$ cat src/common/status_bank_pkg.sv
package status_bank_pkg;

  // ==========================================================
  // Register addresses (7-bit)
  localparam logic [6:0] ADDR_PIN_WAKE_EVENT   = 7'h47;
  localparam logic [6:0] ADDR_INPUT_LEVEL      = 7'h48;
  localparam logic [6:0] ADDR_SWITCH_OVERLOAD  = 7'h54;
  localparam logic [6:0] ADDR_SWITCH_OPEN_LOAD = 7'h55;

  // ==========================================================
  // Field positions
  localparam int POS_PIN_TWO_WAKE      = 5;
  localparam int POS_PIN_ONE_WAKE      = 4;
  localparam int POS_DEV_MODE_STRAP    = 7;
  localparam int POS_ALERT_PULLUP      = 6;
  localparam int POS_PIN_TWO_LEVEL     = 5;
  localparam int POS_PIN_ONE_LEVEL     = 4;
  localparam int POS_WAKE_THREE_LEVEL  = 2;
  localparam int POS_WAKE_TWO_LEVEL    = 1;
  localparam int POS_WAKE_ONE_LEVEL    = 0;

  // ==========================================================
  // Implemented-bit masks; all other bits read as zero
  localparam logic [7:0] MASK_PIN_WAKE_EVENT = 8'h30;
  localparam logic [7:0] MASK_INPUT_LEVEL    = 8'hF7;
  localparam logic [7:0] MASK_SWITCH_FAULT   = 8'h0F;

  // ==========================================================
  // Reset values
  localparam logic [1:0] RST_PIN_WAKE_FLAGS = 2'h0;
  localparam logic [3:0] RST_SWITCH_FLAGS   = 4'h0;
  localparam logic [1:0] RST_PIN_LEVELS     = 2'h0;
  localparam logic [2:0] RST_WAKE_LEVELS    = 3'h0;
  localparam logic [7:0] READ_IDLE          = 8'h00;

  // ==========================================================
  // Types
  typedef enum logic [1:0] {
    PIN_CFG_OFF,
    PIN_CFG_WAKE,
    PIN_CFG_LOW_SIDE,
    PIN_CFG_HIGH_SIDE
  } pin_cfg_t;

  // Fault event pulses, index 0 is switch one
  typedef struct packed {
    logic [3:0] overload;
    logic [3:0] open_load;
  } switch_events_t;

  // Raw pin levels before synchronisation
  typedef struct packed {
    logic       mode_strap;
    logic       alert_pullup;
    logic [1:0] pin_level;
    logic [2:0] wake_level;
  } pin_levels_t;

  localparam int PIN_LEVELS_W = 7;

endpackage : status_bank_pkg

$ cat src/verilog/level_sync.sv
`timescale 1ns/10ps
// ==========================================================
// Two-stage synchroniser for asynchronous levels
module level_sync #(
  parameter int WIDTH = 1
) (
  input  wire logic             clk_in,   // System clock
  input  wire logic             rst_in,   // Async reset, active high
  input  wire logic [WIDTH-1:0] async_in, // Asynchronous levels
  output logic      [WIDTH-1:0] sync_out  // Synchronised levels
);

  logic [WIDTH-1:0] meta_q;
  logic [WIDTH-1:0] sync_q;

  // First stage feeds only the second stage
  always_ff @(posedge clk_in or posedge rst_in) begin
    if (rst_in) begin
      meta_q <= '0;
      sync_q <= '0;
    end else begin
      meta_q <= async_in;
      sync_q <= meta_q;
    end
  end

  assign sync_out = sync_q;

endmodule : level_sync

$ cat src/verilog/wake_level_switch_status_regs.sv
`timescale 1ns/10ps
// Overview of operation
// Four 8-bit status registers at 0x47, 0x48, 0x54, 0x55, each selectable.
// Reserved bits always read zero.
// Bit 5 flags wake by pin two, bit 4 wake by pin one.
// Power-on or soft reset clears wake-event and both fault registers.
// Restart keeps both pin wake flags, all else zero.
// Restart keeps fault bits 3:0 of both fault registers, upper nibble zero.
// Level bit 7 shows mode strap: zero user, one development.
// Level bit 6 shows one when alert pull-up is detected.
// Level bits 5 and 4 show pin two and pin one levels.
// Level bits 2 to 0 show wake inputs three to one.
// After power-on or soft reset, level bits 5 and 4 read zero.
// Pin levels refresh only in normal/stop mode and wake/switch config.
// Cyclic wake inputs hold last sample, update after each sampling.
// Pin levels never use the cyclic sampled update.
// Selected pins show their level even as low- or high-side switch.
// Overload bits 3 to 0 latch over-current/temperature on switches 4 to 1.
// Open-load bits 3 to 0 latch open load on switches 4 to 1.
// Latched flags stay set until the host clears them.
// Wake from fail-safe also sets the responsible source's wake flag.
// Level register is read-only; writes change nothing.
// Set beats clear; a repeated event leaves the flag set.
module wake_level_switch_status_regs
  import status_bank_pkg::*;
(
  input  wire logic           clk_in,            // System clock, 40 MHz
  input  wire logic           rst_in,            // Power-on reset, async
  input  wire logic           soft_reset_in,     // Soft reset pulse
  input  wire logic           restart_in,        // Restart pulse
  // Host register port
  input  wire logic [6:0]     host_addr_in,      // Register address
  input  wire logic           host_rd_in,        // Read strobe
  input  wire logic           host_clr_in,       // Clear strobe
  input  wire logic [7:0]     host_clr_mask_in,  // Ones clear flags
  output logic      [7:0]     host_rd_data_out,  // Read data
  output logic                host_rd_valid_out, // Read data valid
  output logic                host_addr_err_out, // Unmapped access
  // Event sources, same clock
  input  wire logic [1:0]     pin_wake_in,       // Pin wake pulses
  input  wire logic [1:0]     failsafe_wake_in,  // Fail-safe wake by pin
  input  switch_events_t      switch_evt_in,     // Switch fault pulses
  // Configuration, same clock
  input  wire logic           normal_or_stop_in, // Normal or stop mode
  input  wire logic [1:0]     pin_gp_sel_in,     // Pin used as GP pin
  input  pin_cfg_t            pin_cfg_in [2],    // Pin function per pin
  input  wire logic [2:0]     wake_cyclic_in,    // Wake input cyclic mode
  input  wire logic [2:0]     wake_sample_in,    // Cyclic sample pulses
  // Asynchronous pin levels
  input  pin_levels_t         pin_levels_in,     // Raw pin levels
  // Register mirrors
  output logic      [1:0]     pin_wake_flags_out, // Pin wake flags
  output logic      [3:0]     overload_out,       // Overload flags
  output logic      [3:0]     open_load_out       // Open-load flags
);

  // ==========================================================
  // Address decode helpers
  typedef enum logic [2:0] {
    SEL_NONE,
    SEL_WAKE_EVENT,
    SEL_LEVEL,
    SEL_OVERLOAD,
    SEL_OPEN_LOAD
  } reg_sel_t;

  // Maps an address to a register
  function automatic reg_sel_t decode_addr(input logic [6:0] addr);
    reg_sel_t sel;
    sel = SEL_NONE;
    case (addr)
      ADDR_PIN_WAKE_EVENT:   sel = SEL_WAKE_EVENT;
      ADDR_INPUT_LEVEL:      sel = SEL_LEVEL;
      ADDR_SWITCH_OVERLOAD:  sel = SEL_OVERLOAD;
      ADDR_SWITCH_OPEN_LOAD: sel = SEL_OPEN_LOAD;
      default:               sel = SEL_NONE;
    endcase
    return sel;
  endfunction : decode_addr

  // Sticky flag update, set wins over clear
  function automatic logic [3:0] sticky(input logic [3:0] cur,
                                        input logic [3:0] set,
                                        input logic [3:0] clr);
    return (cur & ~clr) | set;
  endfunction : sticky

  // ==========================================================
  // Synchronised pin levels
  pin_levels_t lvl_sync;

  level_sync #(
    .WIDTH (PIN_LEVELS_W)
  ) u_level_sync (
    .clk_in   (clk_in),
    .rst_in   (rst_in),
    .async_in (pin_levels_in),
    .sync_out (lvl_sync)
  );

  // ==========================================================
  // State
  logic [1:0] pin_wake_q,   pin_wake_d;
  logic [3:0] overload_q,   overload_d;
  logic [3:0] open_load_q,  open_load_d;
  logic       strap_q,      strap_d;
  logic       pullup_q,     pullup_d;
  logic [1:0] pin_level_q,  pin_level_d;
  logic [2:0] wake_level_q, wake_level_d;
  logic [7:0] rd_data_q,    rd_data_d;
  logic       rd_valid_q,   rd_valid_d;
  logic       addr_err_q,   addr_err_d;

  reg_sel_t   host_sel;
  logic [3:0] clr_wake;
  logic [3:0] clr_overload;
  logic [3:0] clr_open_load;
  logic [3:0] set_wake;
  logic [1:0] pin_refresh;
  logic [7:0] wake_event_view;
  logic [7:0] level_view;
  logic [7:0] overload_view;
  logic [7:0] open_load_view;

  // Select decoded once, used by read and clear
  assign host_sel = decode_addr(host_addr_in);

  // ==========================================================
  // Clear requests per register
  always_comb begin
    clr_wake      = 4'h0;
    clr_overload  = 4'h0;
    clr_open_load = 4'h0;
    if (host_clr_in) begin
      case (host_sel)
        SEL_WAKE_EVENT: clr_wake      = {2'h0,
          host_clr_mask_in[POS_PIN_TWO_WAKE],
          host_clr_mask_in[POS_PIN_ONE_WAKE]};
        SEL_OVERLOAD:   clr_overload  = host_clr_mask_in[3:0];
        SEL_OPEN_LOAD:  clr_open_load = host_clr_mask_in[3:0];
        SEL_LEVEL:      clr_wake      = 4'h0;
        default:        clr_wake      = 4'h0;
      endcase
    end
  end

  // Wake sources, normal or from fail-safe
  assign set_wake = {2'h0, pin_wake_in | failsafe_wake_in};

  // ==========================================================
  // Latched flag next values
  always_comb begin
    pin_wake_d  = pin_wake_q;
    overload_d  = overload_q;
    open_load_d = open_load_q;
    if (soft_reset_in) begin
      pin_wake_d  = RST_PIN_WAKE_FLAGS;
      overload_d  = RST_SWITCH_FLAGS;
      open_load_d = RST_SWITCH_FLAGS;
    end else begin
      // Restart keeps flags; only reserved bits are zeroed  R5 R6
      // Wake flags padded to the sticky width, upper bits dropped
      pin_wake_d  = 2'(sticky({2'h0, pin_wake_q}, set_wake,
                              clr_wake));
      overload_d  = sticky(overload_q, switch_evt_in.overload,
                           clr_overload);
      open_load_d = sticky(open_load_q, switch_evt_in.open_load,
                           clr_open_load);
    end
  end

  // Latched flag registers
  always_ff @(posedge clk_in or posedge rst_in) begin
    if (rst_in) begin
      pin_wake_q  <= RST_PIN_WAKE_FLAGS;
      overload_q  <= RST_SWITCH_FLAGS;
      open_load_q <= RST_SWITCH_FLAGS;
    end else begin
      pin_wake_q  <= pin_wake_d;
      overload_q  <= overload_d;
      open_load_q <= open_load_d;
    end
  end

  // ==========================================================
  // Pin level refresh qualifier
  always_comb begin
    for (int i = 0; i < 2; i++) begin
      pin_refresh[i] = pin_gp_sel_in[i] && normal_or_stop_in &&
                       (pin_cfg_in[i] != PIN_CFG_OFF);
    end
  end

  // ==========================================================
  // Level register next values
  always_comb begin
    strap_d      = lvl_sync.mode_strap;
    pullup_d     = lvl_sync.alert_pullup;
    pin_level_d  = pin_level_q;
    wake_level_d = wake_level_q;
    // Pins follow live level only, never a sample pulse  R14
    for (int i = 0; i < 2; i++) begin
      if (pin_refresh[i]) begin
        pin_level_d[i] = lvl_sync.pin_level[i];
      end
    end
    // Wake inputs: live, or held between samples when cyclic
    for (int i = 0; i < 3; i++) begin
      if (!wake_cyclic_in[i] || wake_sample_in[i]) begin
        wake_level_d[i] = lvl_sync.wake_level[i];
      end
    end
    if (soft_reset_in) begin
      pin_level_d = RST_PIN_LEVELS;
    end
  end

  // Level register flip-flops
  always_ff @(posedge clk_in or posedge rst_in) begin
    if (rst_in) begin
      strap_q      <= 1'b0;
      pullup_q     <= 1'b0;
      pin_level_q  <= RST_PIN_LEVELS;
      wake_level_q <= RST_WAKE_LEVELS;
    end else begin
      strap_q      <= strap_d;
      pullup_q     <= pullup_d;
      pin_level_q  <= pin_level_d;
      wake_level_q <= wake_level_d;
    end
  end

  // ==========================================================
  // Register views with reserved bits forced low
  always_comb begin
    wake_event_view = 8'h00;
    wake_event_view[POS_PIN_TWO_WAKE] = pin_wake_q[1];
    wake_event_view[POS_PIN_ONE_WAKE] = pin_wake_q[0];
    wake_event_view = wake_event_view & MASK_PIN_WAKE_EVENT;

    level_view = 8'h00;
    level_view[POS_DEV_MODE_STRAP]   = strap_q;
    level_view[POS_ALERT_PULLUP]     = pullup_q;
    level_view[POS_PIN_TWO_LEVEL]    = pin_level_q[1];
    level_view[POS_PIN_ONE_LEVEL]    = pin_level_q[0];
    level_view[POS_WAKE_THREE_LEVEL] = wake_level_q[2];
    level_view[POS_WAKE_TWO_LEVEL]   = wake_level_q[1];
    level_view[POS_WAKE_ONE_LEVEL]   = wake_level_q[0];
    level_view = level_view & MASK_INPUT_LEVEL;

    overload_view  = {4'h0, overload_q}  & MASK_SWITCH_FAULT;
    open_load_view = {4'h0, open_load_q} & MASK_SWITCH_FAULT;
  end

  // ==========================================================
  // Host read path, data registered one cycle after strobe
  always_comb begin
    rd_data_d  = READ_IDLE;
    rd_valid_d = 1'b0;
    addr_err_d = 1'b0;
    if (host_rd_in || host_clr_in) begin
      addr_err_d = (host_sel == SEL_NONE);
    end
    if (host_rd_in) begin
      rd_valid_d = 1'b1;
      case (host_sel)
        SEL_WAKE_EVENT: rd_data_d = wake_event_view;
        SEL_LEVEL:      rd_data_d = level_view;
        SEL_OVERLOAD:   rd_data_d = overload_view;
        SEL_OPEN_LOAD:  rd_data_d = open_load_view;
        default:        rd_data_d = READ_IDLE;
      endcase
    end
  end

  // Read answer registers
  always_ff @(posedge clk_in or posedge rst_in) begin
    if (rst_in) begin
      rd_data_q  <= READ_IDLE;
      rd_valid_q <= 1'b0;
      addr_err_q <= 1'b0;
    end else begin
      rd_data_q  <= rd_data_d;
      rd_valid_q <= rd_valid_d;
      addr_err_q <= addr_err_d;
    end
  end

  // ==========================================================
  // Outputs, all from flip-flops
  assign host_rd_data_out   = rd_data_q;
  assign host_rd_valid_out  = rd_valid_q;
  assign host_addr_err_out  = addr_err_q;
  assign pin_wake_flags_out = pin_wake_q;
  assign overload_out       = overload_q;
  assign open_load_out      = open_load_q;

  // Restart needs no action: kept bits hold, others are constant zero
  logic unused_restart;
  assign unused_restart = restart_in;

endmodule : wake_level_switch_status_regs

$ cat config.mk
export PLATFORM = sky130hd
export DESIGN_NAME = wake_level_switch_status_regs
export DESIGN_NICKNAME = d
export VERILOG_FILES = /design/src/common/status_bank_pkg.sv /design/src/verilog/level_sync.sv /design/src/verilog/wake_level_switch_status_regs.sv
export SDC_FILE = /design/constraint.sdc
export NUM_CORES = 1
export LEC_CHECK = 0
export BUFFER_PORTS_ARGS = -buffer_cell sky130_fd_sc_hd__buf_4
export CORE_AREA = 5 5 67 63
export CTS_BUF_LIST = sky130_fd_sc_hd__clkbuf_16
export DETAILED_ROUTE_END_ITERATION = 7
export DIE_AREA = 0 0 72 68
export HOLD_SLACK_MARGIN = 0.03
export PLACE_DENSITY = 0.89
export SETUP_SLACK_MARGIN = 0.05
export SLEW_MARGIN = 5
export SYNTH_ARGS = -nofsm -noshare
export SYNTH_HDL_FRONTEND = slang
export SYNTH_SLANG_ARGS = --single-unit
$ cat constraint.sdc
create_clock -name clk_in -period 1.8 [get_ports clk_in]
set_input_delay 0.09 -clock clk_in [delete_from_list [all_inputs] [get_ports clk_in]]
set_output_delay 0.09 -clock clk_in [all_outputs]
set_load 0.01 [all_outputs]
==> metrics.md, run 1 <==
| Metric | Value |
|---|---|
| Remaining DRCs | 0 |
| CTS Sinks | 41 |
| Wire length of the first global-routing pass | 6.16 mm |
| DP HPWL | between 2 and 3 mm |
| Max-slew violation count | 0 |
| Placed cells | between 200 and 250 |
| Synthesis-stage register bit count | 41 |
| Fillers | 260 |
| Routed Antenna Nets | 0 |
| TritonCTS clock tree | done |
| Post-synthesis instance total | about 130 |
| Port Buffers | 69 |
| Via count of the first global-routing pass | 1350 |
| Reg-to-reg slack, setup | 0.76 ns |
| Crit. path cell count | 3 |
| Buffer and inverter count on the worst path | 0 |
| Startpoint Class | flop |
| Achievable Freq | around 0.97 GHz |
| Worst hold path cell count | 2 |
| Floorplan core area | 3520 um^2 |
| Routability Congestion | 0.719 |
| Aggregate global-route resource usage | 17.2% |
| Number of warning messages in the yosys log | 0 |
| DRT Pass-1 Iters | 4 |
| Post-synthesis async set-or-reset flop share | 100% |
| Via total after detailed routing | roughly 1300 |
| Period utilization | 57.5% |
| Number of non-filler instances in the completed layout | around 260 |
| Type of destination of the critical path | flop |
| Root Buffer Master | sky130_fd_sc_hd__clkbuf_16 |
| Worst Setup Path Type | reg -> reg |
| Placement Rows | 21 |
| Layout overhead on the synthesized area | 51.6% |
| FF/Latch Area | 1030 um^2 |
| DRT iter0 DRCs | 53 |
| Data required time of the critical path | 1.99 ns |
| Number of unique standard cell types used by synthesis | 32 |
| Number of diodes added for antenna fixing | 0 |
| Die outline height | 68 um |
| Total area of multi-input combinational cells | between 500 and 600 um^2 |
| Total Die Area | approximately 4900 um^2 |
| Reg clk slew, reported paths | approximately 0.06 ns |
| Shortest period the worst path allows | 1.04 ns |
| Number of failing hold endpoints at the final stage | 0 |
| Starting density of the core | 45.8% |
| Synth Area per Inst | 12.3 um^2 |
| Post-synth net total | between 150 and 200 |
| Most common cell after layout, fill and taps aside | sky130_fd_sc_hd__buf_4 |
| Number of cells upsized or downsized after cts | 0 |
| Routed via count divided by cell count | 5.13 |
| Kind of cell adding the most delay to the critical path | compound AO/OA/AOI/OAI gates |
| Final routed wirelength across all metal layers | 3.97 mm |
| CP Data Arrival Time | about 1.2 ns |
| Wire per inst | 15.1 um |
| Maximum number of pins on one net before global-route repair | 42 |
| Worst relative slew slack | 63.5% |
| Setup-failing EPs final | 0 |
| Layout Nets | roughly 270 |
| Sum of negative setup slack | 0 ns |
| Initial antenna violation count | 0 |
| Worst-skew pair later-pin latency | 0.28 ns |
| Worst vdd ir | 0.604 mV |
| Transition time at the pin with the least slew margin | 0.547 ns |
| Cell Pwr Density | slightly above 900 nW/um^2 |
| Most frequently used flop master after synthesis | sky130_fd_sc_hd__dfrtp_1 |
| Grt ovf | 0 |
| Hold Path End | pin_level_q[1] |
| HP Class | in -> reg |
| Run status | complete, no violations |
| Count of flip-flops with a built-in enable after synthesis | 0 |
| Share of post-route cells with drive strength above 1 | between 40% and 50% |
| CP Max Fanout | 2 |
| Number of buffers added by the clock tree synthesis step | 5 |
| Reg2reg start | wake_level_q[2] |
| Hold Startpoint | soft_reset_in |
| Most frequent cells in the layout | 70 x sky130_fd_sc_hd__buf_4, 41 x sky130_fd_sc_hd__dfrtp_1, 19 x sky130_fd_sc_hd__nor2_1, 10 x sky130_fd_sc_hd__a211oi_1 |
| End of the worst register-to-register path | host_rd_data_out[2] |
| Number of placed I/O pins | between 70 and 80 |
| Cell with the largest stage delay on the worst path | sky130_fd_sc_hd__dfrtp_1 |
| Maximum root-to-sink buffer count | 2 |
| Cell area after technology mapping | 1610 um^2 |
| Register area share after synthesis | a little under two thirds |
| Clock skew | about 0.0035 ns |
| Leakage power figure | 1.18 nW |
| Max-cap violation count | 0 |
| Cells along the critical path | nor4bb_1 > o21ai_0 > a22oi_1 |
| Number of setup buffers added after CTS | 0 |
| H-tree levels | 2 |
| Unrepaired setup endpoints after global routing | no |
| Worst-case reg-to-reg path depth | 3 |
| Die boundary width | 72 um |
| Final core occ | 69.4% |
| Worst path max stage delay | 0.33 ns |
[final cells by class]
| type | instances | area share, % |
|---|---|---|
| sequential | 41 | 42.0 |
| clock buffer | 5 | 5.12 |
| inverter | 1 | 0.154 |
| multi-input combinational | 87 | 23.5 |
| tap | 46 | 2.36 |
| timing repair buffer | 79 | 25.2 |
| clock inverter | 3 | 1.69 |
[metal layers]
metal	vias up	global-route usage, %	wire length, um
li1	641	-	-
met2	53	31.2	2090
met3	7	4.85	320
met5	-	0	0
met1	643	18.8	1480
met4	0	7.75	70
[stage by stage]
step / cell area [um^2] / setup slack (ns) / power [mW] / hold slack [ns]
6_report: 2440 / 0.764 / 2.21 / 0.0795
4_1_cts: 2440 / 0.746 / 2.22 / 0.0809
2_1_floorplan: 1610 / 0.764 / 1.09 / 0.121
3_5_place_dp: 2190 / 0.634 / 1.23 / 0.200
3_3_place_gp: 2190 / 0.642 / 1.23 / 0.199
5_1_grt: 2440 / 0.664 / 2.28 / 0.0849
[sequential cells by signal (all words and copies together) (netlist names)]
register and count:
pin_level_q 2, host_rd_data_out 8, wake_level_q 3, host_rd_valid_out 1, u_level_sync.meta_q 7, overload_out 4
open_load_out 4, pin_wake_flags_out 2, strap_q 1, pullup_q 1, u_level_sync.sync_out 7, host_addr_err_out 1
[how the worst max path moves through the flow]
stage                    startpoint             endpoint  slack (ns)
floorplan                    rst_in    host_addr_err_out        0.76
global placement    host_addr_in[5]     open_load_out[2]        0.64
detailed placement  host_addr_in[5]     open_load_out[2]        0.63
CTS                 wake_level_q[2]  host_rd_data_out[2]        0.75
global route        wake_level_q[2]  host_rd_data_out[2]        0.66
finish              wake_level_q[2]  host_rd_data_out[2]        0.76
[Yosys cell counts, types with 2 or more instances]
cell type,number,area share [%]
sky130_fd_sc_hd__mux2_2,6,4.2
sky130_fd_sc_hd__nand3_1,9,2.8
sky130_fd_sc_hd__dfrtp_1,41,64
sky130_fd_sc_hd__nor3_1,5,1.6
sky130_fd_sc_hd__nand2b_1,3,1.2
sky130_fd_sc_hd__and3_1,2,0.78
sky130_fd_sc_hd__nor2_1,19,4.4
sky130_fd_sc_hd__mux2i_1,2,1.2
sky130_fd_sc_hd__o211ai_1,3,1.4
sky130_fd_sc_hd__nand2_1,6,1.4
sky130_fd_sc_hd__a211oi_1,10,4.7
sky130_fd_sc_hd__a21boi_0,4,1.9
sky130_fd_sc_hd__and2_1,2,0.78
[kinds of logic after synthesis]
logic type	after synthesis	share of synthesized area (%)
and+or+nand+nor	59	21.0
DFF	41	63.7
AOI/OAI and AO/OA	20	9.16
muxes	8	5.43
buffers and inverters	3	0.698
[timing repair]
| item | CTS | global route |
|---|---|---|
| setup endpoints to repair | 0 | 0 |
| hold buffers | 9 | 0 |
| endpoints found under the hold margin | 49 | 0 |
[power by group]
| part | switching, mW | internal (mW) | total, mW |
|---|---|---|---|
| combinational | 0.103 | 0.142 | 0.245 |
| sequential | 0.0229 | 0.966 | 0.989 |
| clock | 0.331 | 0.648 | 0.978 |
| total | 0.457 | 1.76 | 2.21 |
Power figures use the tool's default switching activity.
==> run 2: changes to the inputs <==
CORE_AREA = 5 5 69 65   (was 5 5 67 63)
DIE_AREA = 0 0 74 70   (was 0 0 72 68)
PLACE_DENSITY = 0.85   (was 0.89)
clock period = 1 ns   (was 1.8 ns; I/O delays follow)
==> metrics.md, run 2 (same netlist as run 1, synthesis figures left out) <==
| Metric | Value |
|---|---|
| Wire per inst | between 15 and 20 um |
| Placed cells | 250 |
| Wire length of the first global-routing pass | 6.91 mm |
| Worst vdd ir | 1.36 mV |
| Transition time at the pin with the least slew margin | between 0.4 and 0.5 ns |
| DRT iter0 DRCs | 79 |
| Die outline height | 70 um |
| TritonCTS clock tree | done |
| Max FFs per register | 8 |
| Most frequent cells in the layout | 70 x sky130_fd_sc_hd__buf_4, 41 x sky130_fd_sc_hd__dfrtp_1, 19 x sky130_fd_sc_hd__nor2_1, 10 x sky130_fd_sc_hd__a211oi_1, 9 x sky130_fd_sc_hd__dlygate4sd3_1 |
| Reg clk slew, reported paths | 0.06 ns |
| Via total after detailed routing | 1378 |
| Floorplan core area | between 3000 and 4000 um^2 |
| HP Class | in -> reg |
| Die boundary width | 74 um |
| Initial antenna violation count | 0 |
| Starting density of the core | 44.1% |
| Worst Setup Path Type | reg -> out |
| Startpoint Class | flop |
| Maximum root-to-sink buffer count | 2 |
| DP HPWL | 3.04 mm |
| Max-slew violation count | 0 |
| Unrepaired setup endpoints after global routing | yes |
| Cell Pwr Density | roughly 1500 nW/um^2 |
| Period utilization | 96.1% |
| Remaining DRCs | 0 |
| Sum of negative setup slack | 0 ns |
| Aggregate global-route resource usage | around 17% |
| Data required time of the critical path | roughly 0.95 ns |
| Achievable Freq | approximately 1.0 GHz |
| Number of non-filler instances in the completed layout | 269 |
| Via count of the first global-routing pass | 1417 |
| CTS Sinks | 41 |
| Run status | complete, no violations |
| Leakage power figure | 1.24 nW |
| Clock skew | a little under 0.01 ns |
| Type of destination of the critical path | primary output |
| Total Die Area | 5180 um^2 |
| Maximum number of pins on one net before global-route repair | 31 |
| CP Data Arrival Time | 0.91 ns |
| Layout overhead on the synthesized area | 59.2% |
| Shortest period the worst path allows | 0.961 ns |
| CP Max Fanout | 2 |
| Port Buffers | 69 |
| Placement Rows | 21 |
| Most common cell after layout, fill and taps aside | sky130_fd_sc_hd__buf_4 |
| Worst relative slew slack | between 60% and 70% |
| Grt ovf | 0 |
| Routed Antenna Nets | 0 |
| Minimum hold slack | 0.0404 ns |
| Setup-failing EPs final | 0 |
| Number of diodes added for antenna fixing | 0 |
| Max-cap violation count | 0 |
| Root Buffer Master | sky130_fd_sc_hd__clkbuf_16 |
| Worst-skew pair later-pin latency | 0.28 ns |
| Number of failing hold endpoints at the final stage | 0 |
| Routability Congestion | 0.836 |
| Number of buffers added by the clock tree synthesis step | 5 |
| Routed via count divided by cell count | 5.12 |
| Layout Nets | 275 |
| Final core occ | a little over two thirds |
| DRT Pass-1 Iters | 4 |
| Final routed wirelength across all metal layers | between 4 and 5 mm |
| Share of post-route cells with drive strength above 1 | 46.6% |
| Number of placed I/O pins | 73 |
| Fillers | 260 |
| H-tree levels | 2 |
==> run 2: cell count changes in the layout (fill, tap and decap cells not counted), sizes merged <==
cell / previous run / this run
buf: 70 / 77
clkinv: 1 / 3
inv: 1 / 0
bufinv: 1 / 0
==> run 2: worst max-delay path, cell delays in order, from the launching register on <==
cell                      delay, ns
sky130_fd_sc_hd__dfrtp_1       0.40
sky130_fd_sc_hd__buf_6         0.13
sky130_fd_sc_hd__buf_6         0.11
==> run 2: routing by layer <==
| metal | track usage (%) | wire length [um] | part of all wire [%] | vias to the layer above |
|---|---|---|---|---|
| met1 | 21.8 | 1740 | 39 | 668 |
| li1 | - | - | - | 653 |
| met4 | 5.63 | 76 | 1.7 | 0 |
| met3 | 5.74 | 315 | 7.0 | 6 |
| met2 | 28.1 | 2360 | 53 | 51 |
| met5 | 0 | 0 | 0 | - |
==> run 2: path summary, 6_finish.rpt <==
| path | end | slack (ns) | cells past startpoint | start |
|---|---|---|---|---|
| worst max-delay path | open_load_out[1] | 0.04 | 2 | open_load_out[1] |
| worst min-delay path | open_load_out[3] | 0.04 | 2 | soft_reset_in |
| worst max register to register | host_rd_data_out[2] | 0.05 | 3 | wake_level_q[2] |
| worst min register to register | u_level_sync.sync_out[3] | 0.35 | 0 | u_level_sync.meta_q[3] |
| max in group asynchronous | pin_wake_flags_out[0] | 0.27 | 4 | rst_in |
| min in group asynchronous | u_level_sync.meta_q[6] | 0.29 | 3 | rst_in |
==> run 2: cell type report <==
| cell class | instances | area [um^2] | area share, % |
|---|---|---|---|
| Tap cell | 46 | 57.6 | 2.24 |
| Multi-Input combinational cell | 87 | 623 | 24.3 |
| Timing Repair Buffer | 86 | 703 | 27.4 |
| Sequential cell | 41 | 1030 | 40.0 |
| Clock buffer | 5 | 125 | 4.88 |
| Inverter | 1 | 7.51 | 0.293 |
| Clock inverter | 3 | 22.5 | 0.878 |
==> run 2: what timing repair did <==
item,CTS,global route
hold endpoints to repair,49,0
buffers inserted,0,2
pin swaps,4,4
gates resized for setup,9,9
setup endpoints to repair,6,10
hold buffers,9,0
==> run 2: report_power, final <==
part | internal, mW | switching [mW]
Clock | 0.927 | 0.624
Combinational | 0.305 | 0.214
Sequential | 1.74 | 0.0479
Total | 2.97 | 0.885
==> run 2: per-stage QoR <==
stage / worst slack, ns / power, mW / cell area, um^2
2_1_floorplan: 0.0385 / 1.95 / 1620
3_3_place_gp: -0.122 / 2.24 / 2240
3_5_place_dp: -0.178 / 2.25 / 2240
4_1_cts: 0.0404 / 3.85 / 2510
5_1_grt: -0.0120 / 4.00 / 2560
6_report: 0.0394 / 3.86 / 2560
==> run 3: changes to the inputs <==
CELL_PAD_IN_SITES_DETAIL_PLACEMENT = 2   (was default)
CELL_PAD_IN_SITES_GLOBAL_PLACEMENT = 2   (was default)
CORE_AREA = 5 5 86 80   (was 5 5 69 65)
CTS_BUF_LIST = default   (was sky130_fd_sc_hd__clkbuf_16)
DIE_AREA = 0 0 91 85   (was 0 0 74 70)
PLACE_DENSITY = 0.86   (was 0.85)
==> metrics.md, run 3 (same netlist as run 1, synthesis figures left out) <==
| Metric | Value |
|---|---|
| Max-slew violation count | 0 |
| Most common cell after layout, fill and taps aside | sky130_fd_sc_hd__buf_4 |
| Layout Nets | 291 |
| Aggregate global-route resource usage | about 15% |
| CTS Sinks | 41 |
| Total area of multi-input combinational cells | 653 um^2 |
| FF/Latch Area | between 1000 and 1500 um^2 |
| Number of failing hold endpoints at the final stage | 0 |
| Leakage power figure | 1.32 nW |
| Placement Rows | 27 |
| Die boundary width | between 90 and 100 um |
| Run status | finished, violations left |
| Unrepaired setup endpoints after global routing | yes |
| Shortest period the worst path allows | 1.00 ns |
| Fillers | between 600 and 700 |
| Via count of the first global-routing pass | ~1700 |
| Maximum number of pins on one net before global-route repair | 42 |
| Port Buffers | 69 |
| Maximum root-to-sink buffer count | 2 |
| Cell Pwr Density | 1380 nW/um^2 |
| CP Data Arrival Time | between 1 and 1.5 ns |
| Total Die Area | 7740 um^2 |
| Period utilization | 100% |
| H-tree levels | 2 |
| Final routed wirelength across all metal layers | about 5.8 mm |
| PnR Total Power | 3.81 mW |
| Max-cap violation count | 0 |
| Achievable Freq | 0.998 GHz |
| Most frequent cells in the layout | 75 x sky130_fd_sc_hd__buf_4, 41 x sky130_fd_sc_hd__dfrtp_1, 16 x sky130_fd_sc_hd__buf_6, 15 x sky130_fd_sc_hd__nor2_1, 10 x sky130_fd_sc_hd__dlygate4sd3_1 |
| Worst relative slew slack | 77.4% |
| Data required time of the critical path | 1.16 ns |
| Remaining DRCs | 0 |
| Initial antenna violation count | 0 |
| Cells along the critical path | and4b_1 > o21ai_1 > a22oi_1 |
| Wire length of the first global-routing pass | 9.07 mm |
| Worst path max stage delay | 0.40 ns |
| Place WS | -0.213 ns |
| Max FFs per register | 8 |
| Wire per inst | 18.7 um |
| Floorplan core area | 5910 um^2 |
| Routed met1 length | around 2.4 mm |
| TritonCTS clock tree | done |
| HP Class | in -> reg |
| Layout overhead on the synthesized area | 71.3% |
| Number of placed I/O pins | 73 |
| Met3 routed WL | 312 um |
| Routability Congestion | 0.757 |
| Grt ovf | 0 |
| DRT iter0 DRCs | 23 |
| Minimum hold slack | 0.0385 ns |
| Via total after detailed routing | 1466 |
| Type of destination of the critical path | flop |
| Starting density of the core | 27.3% |
| Startpoint Class | flop |
| DP HPWL | a little under 4 mm |
| Die outline height | 85 um |
| Share of post-route cells with drive strength above 1 | approximately 52% |
| Reg clk slew, reported paths | 0.08 ns |
| Root Buffer Master | sky130_fd_sc_hd__clkbuf_8 |
| Met2 routed WL | 3.11 mm |
| Clock skew | 0.00581 ns |
| Failing checks | setup timing |
| Setup slack of the critical path after layout | -0.00152 ns |
| Transition time at the pin with the least slew margin | 0.338 ns |
| DRT Pass-1 Iters | 4 |
| Worst Setup Path Type | reg -> reg |
| Cell with the largest stage delay on the worst path | sky130_fd_sc_hd__dfrtp_1 |
| Worst-skew pair later-pin latency | 0.29 ns |
| Top routing layer in use | met4 |
| Number of buffers added by the clock tree synthesis step | 5 |
| Final core occ | between 40% and 50% |
| Setup-failing EPs final | 1 |
| Routed Antenna Nets | 0 |
| Worst vdd ir | between 0.6 and 0.7 mV |
| CP Max Fanout | 2 |
| Number of diodes added for antenna fixing | 0 |
| Routed via count divided by cell count | 4.71 |
## run 3: critical path, delay by kind of cell, from the launching register on
family           cells  cell delay, ns
AO/OA/AOI/OAI        2            0.28
flip-flops           1            0.40
AND/OR/NAND/NOR      1            0.19
## run 3: metal layers
metal / vias up / track usage [%]
met5: - / 0
met4: 0 / 3.20
met3: 2 / 5.23
met2: 49 / 27.1
met1: 733 / 16.6
li1: 682 / -
## run 3: final timing paths
check                           slack, ns                     start  cells after the start                  endpoint
worst max-delay path               -0.002           overload_out[2]                      3       host_rd_data_out[2]
worst min-delay path                 0.04          switch_evt_in[4]                      3           overload_out[0]
worst max register to register     -0.002           overload_out[2]                      3       host_rd_data_out[2]
worst min register to register       0.36  u_level_sync.sync_out[6]                      0                   strap_q
max in group asynchronous            0.43                    rst_in                      4  u_level_sync.sync_out[5]
min in group asynchronous            0.36                    rst_in                      4    u_level_sync.meta_q[1]
## run 3: per-stage QoR
stage / cells / TNS, ns / cell area [um^2]
finish: 311 / -0.00152 / 2760
global route: 311 / -0.119 / 2760
CTS: 307 / 0 / 2670
detailed placement: 287 / -1.04 / 2360
global placement: 287 / -0.459 / 2360
floorplan: 131 / 0 / 1620
## run 3: report_power, final
part           switching, mW  total, mW  internal (mW)  leakage (nW)
logic                  0.255      0.624          0.369         0.752
registers             0.0431       1.78           1.74         0.507
clock network          0.594       1.41          0.812        0.0574
total                  0.892       3.81           2.92          1.32
## run 3: final cells by class
class / instances / area share, %
multi-input combinational: 87 / 23.7
clock inverter: 2 / 1.36
timing repair buffer: 102 / 31.3
sequential: 41 / 37.2
tap: 72 / 3.26
clock buffer: 6 / 2.99
inverter: 1 / 0.272
## run 3: repair_timing
action | in CTS | in global routing
endpoints found under the setup margin | 11 | 14
hold endpoints to repair | 58 | 0
hold buffers | 10 | 0
gates resized for setup | 22 | 14
pin swaps | 5 | 6
buffers inserted | 2 | 4
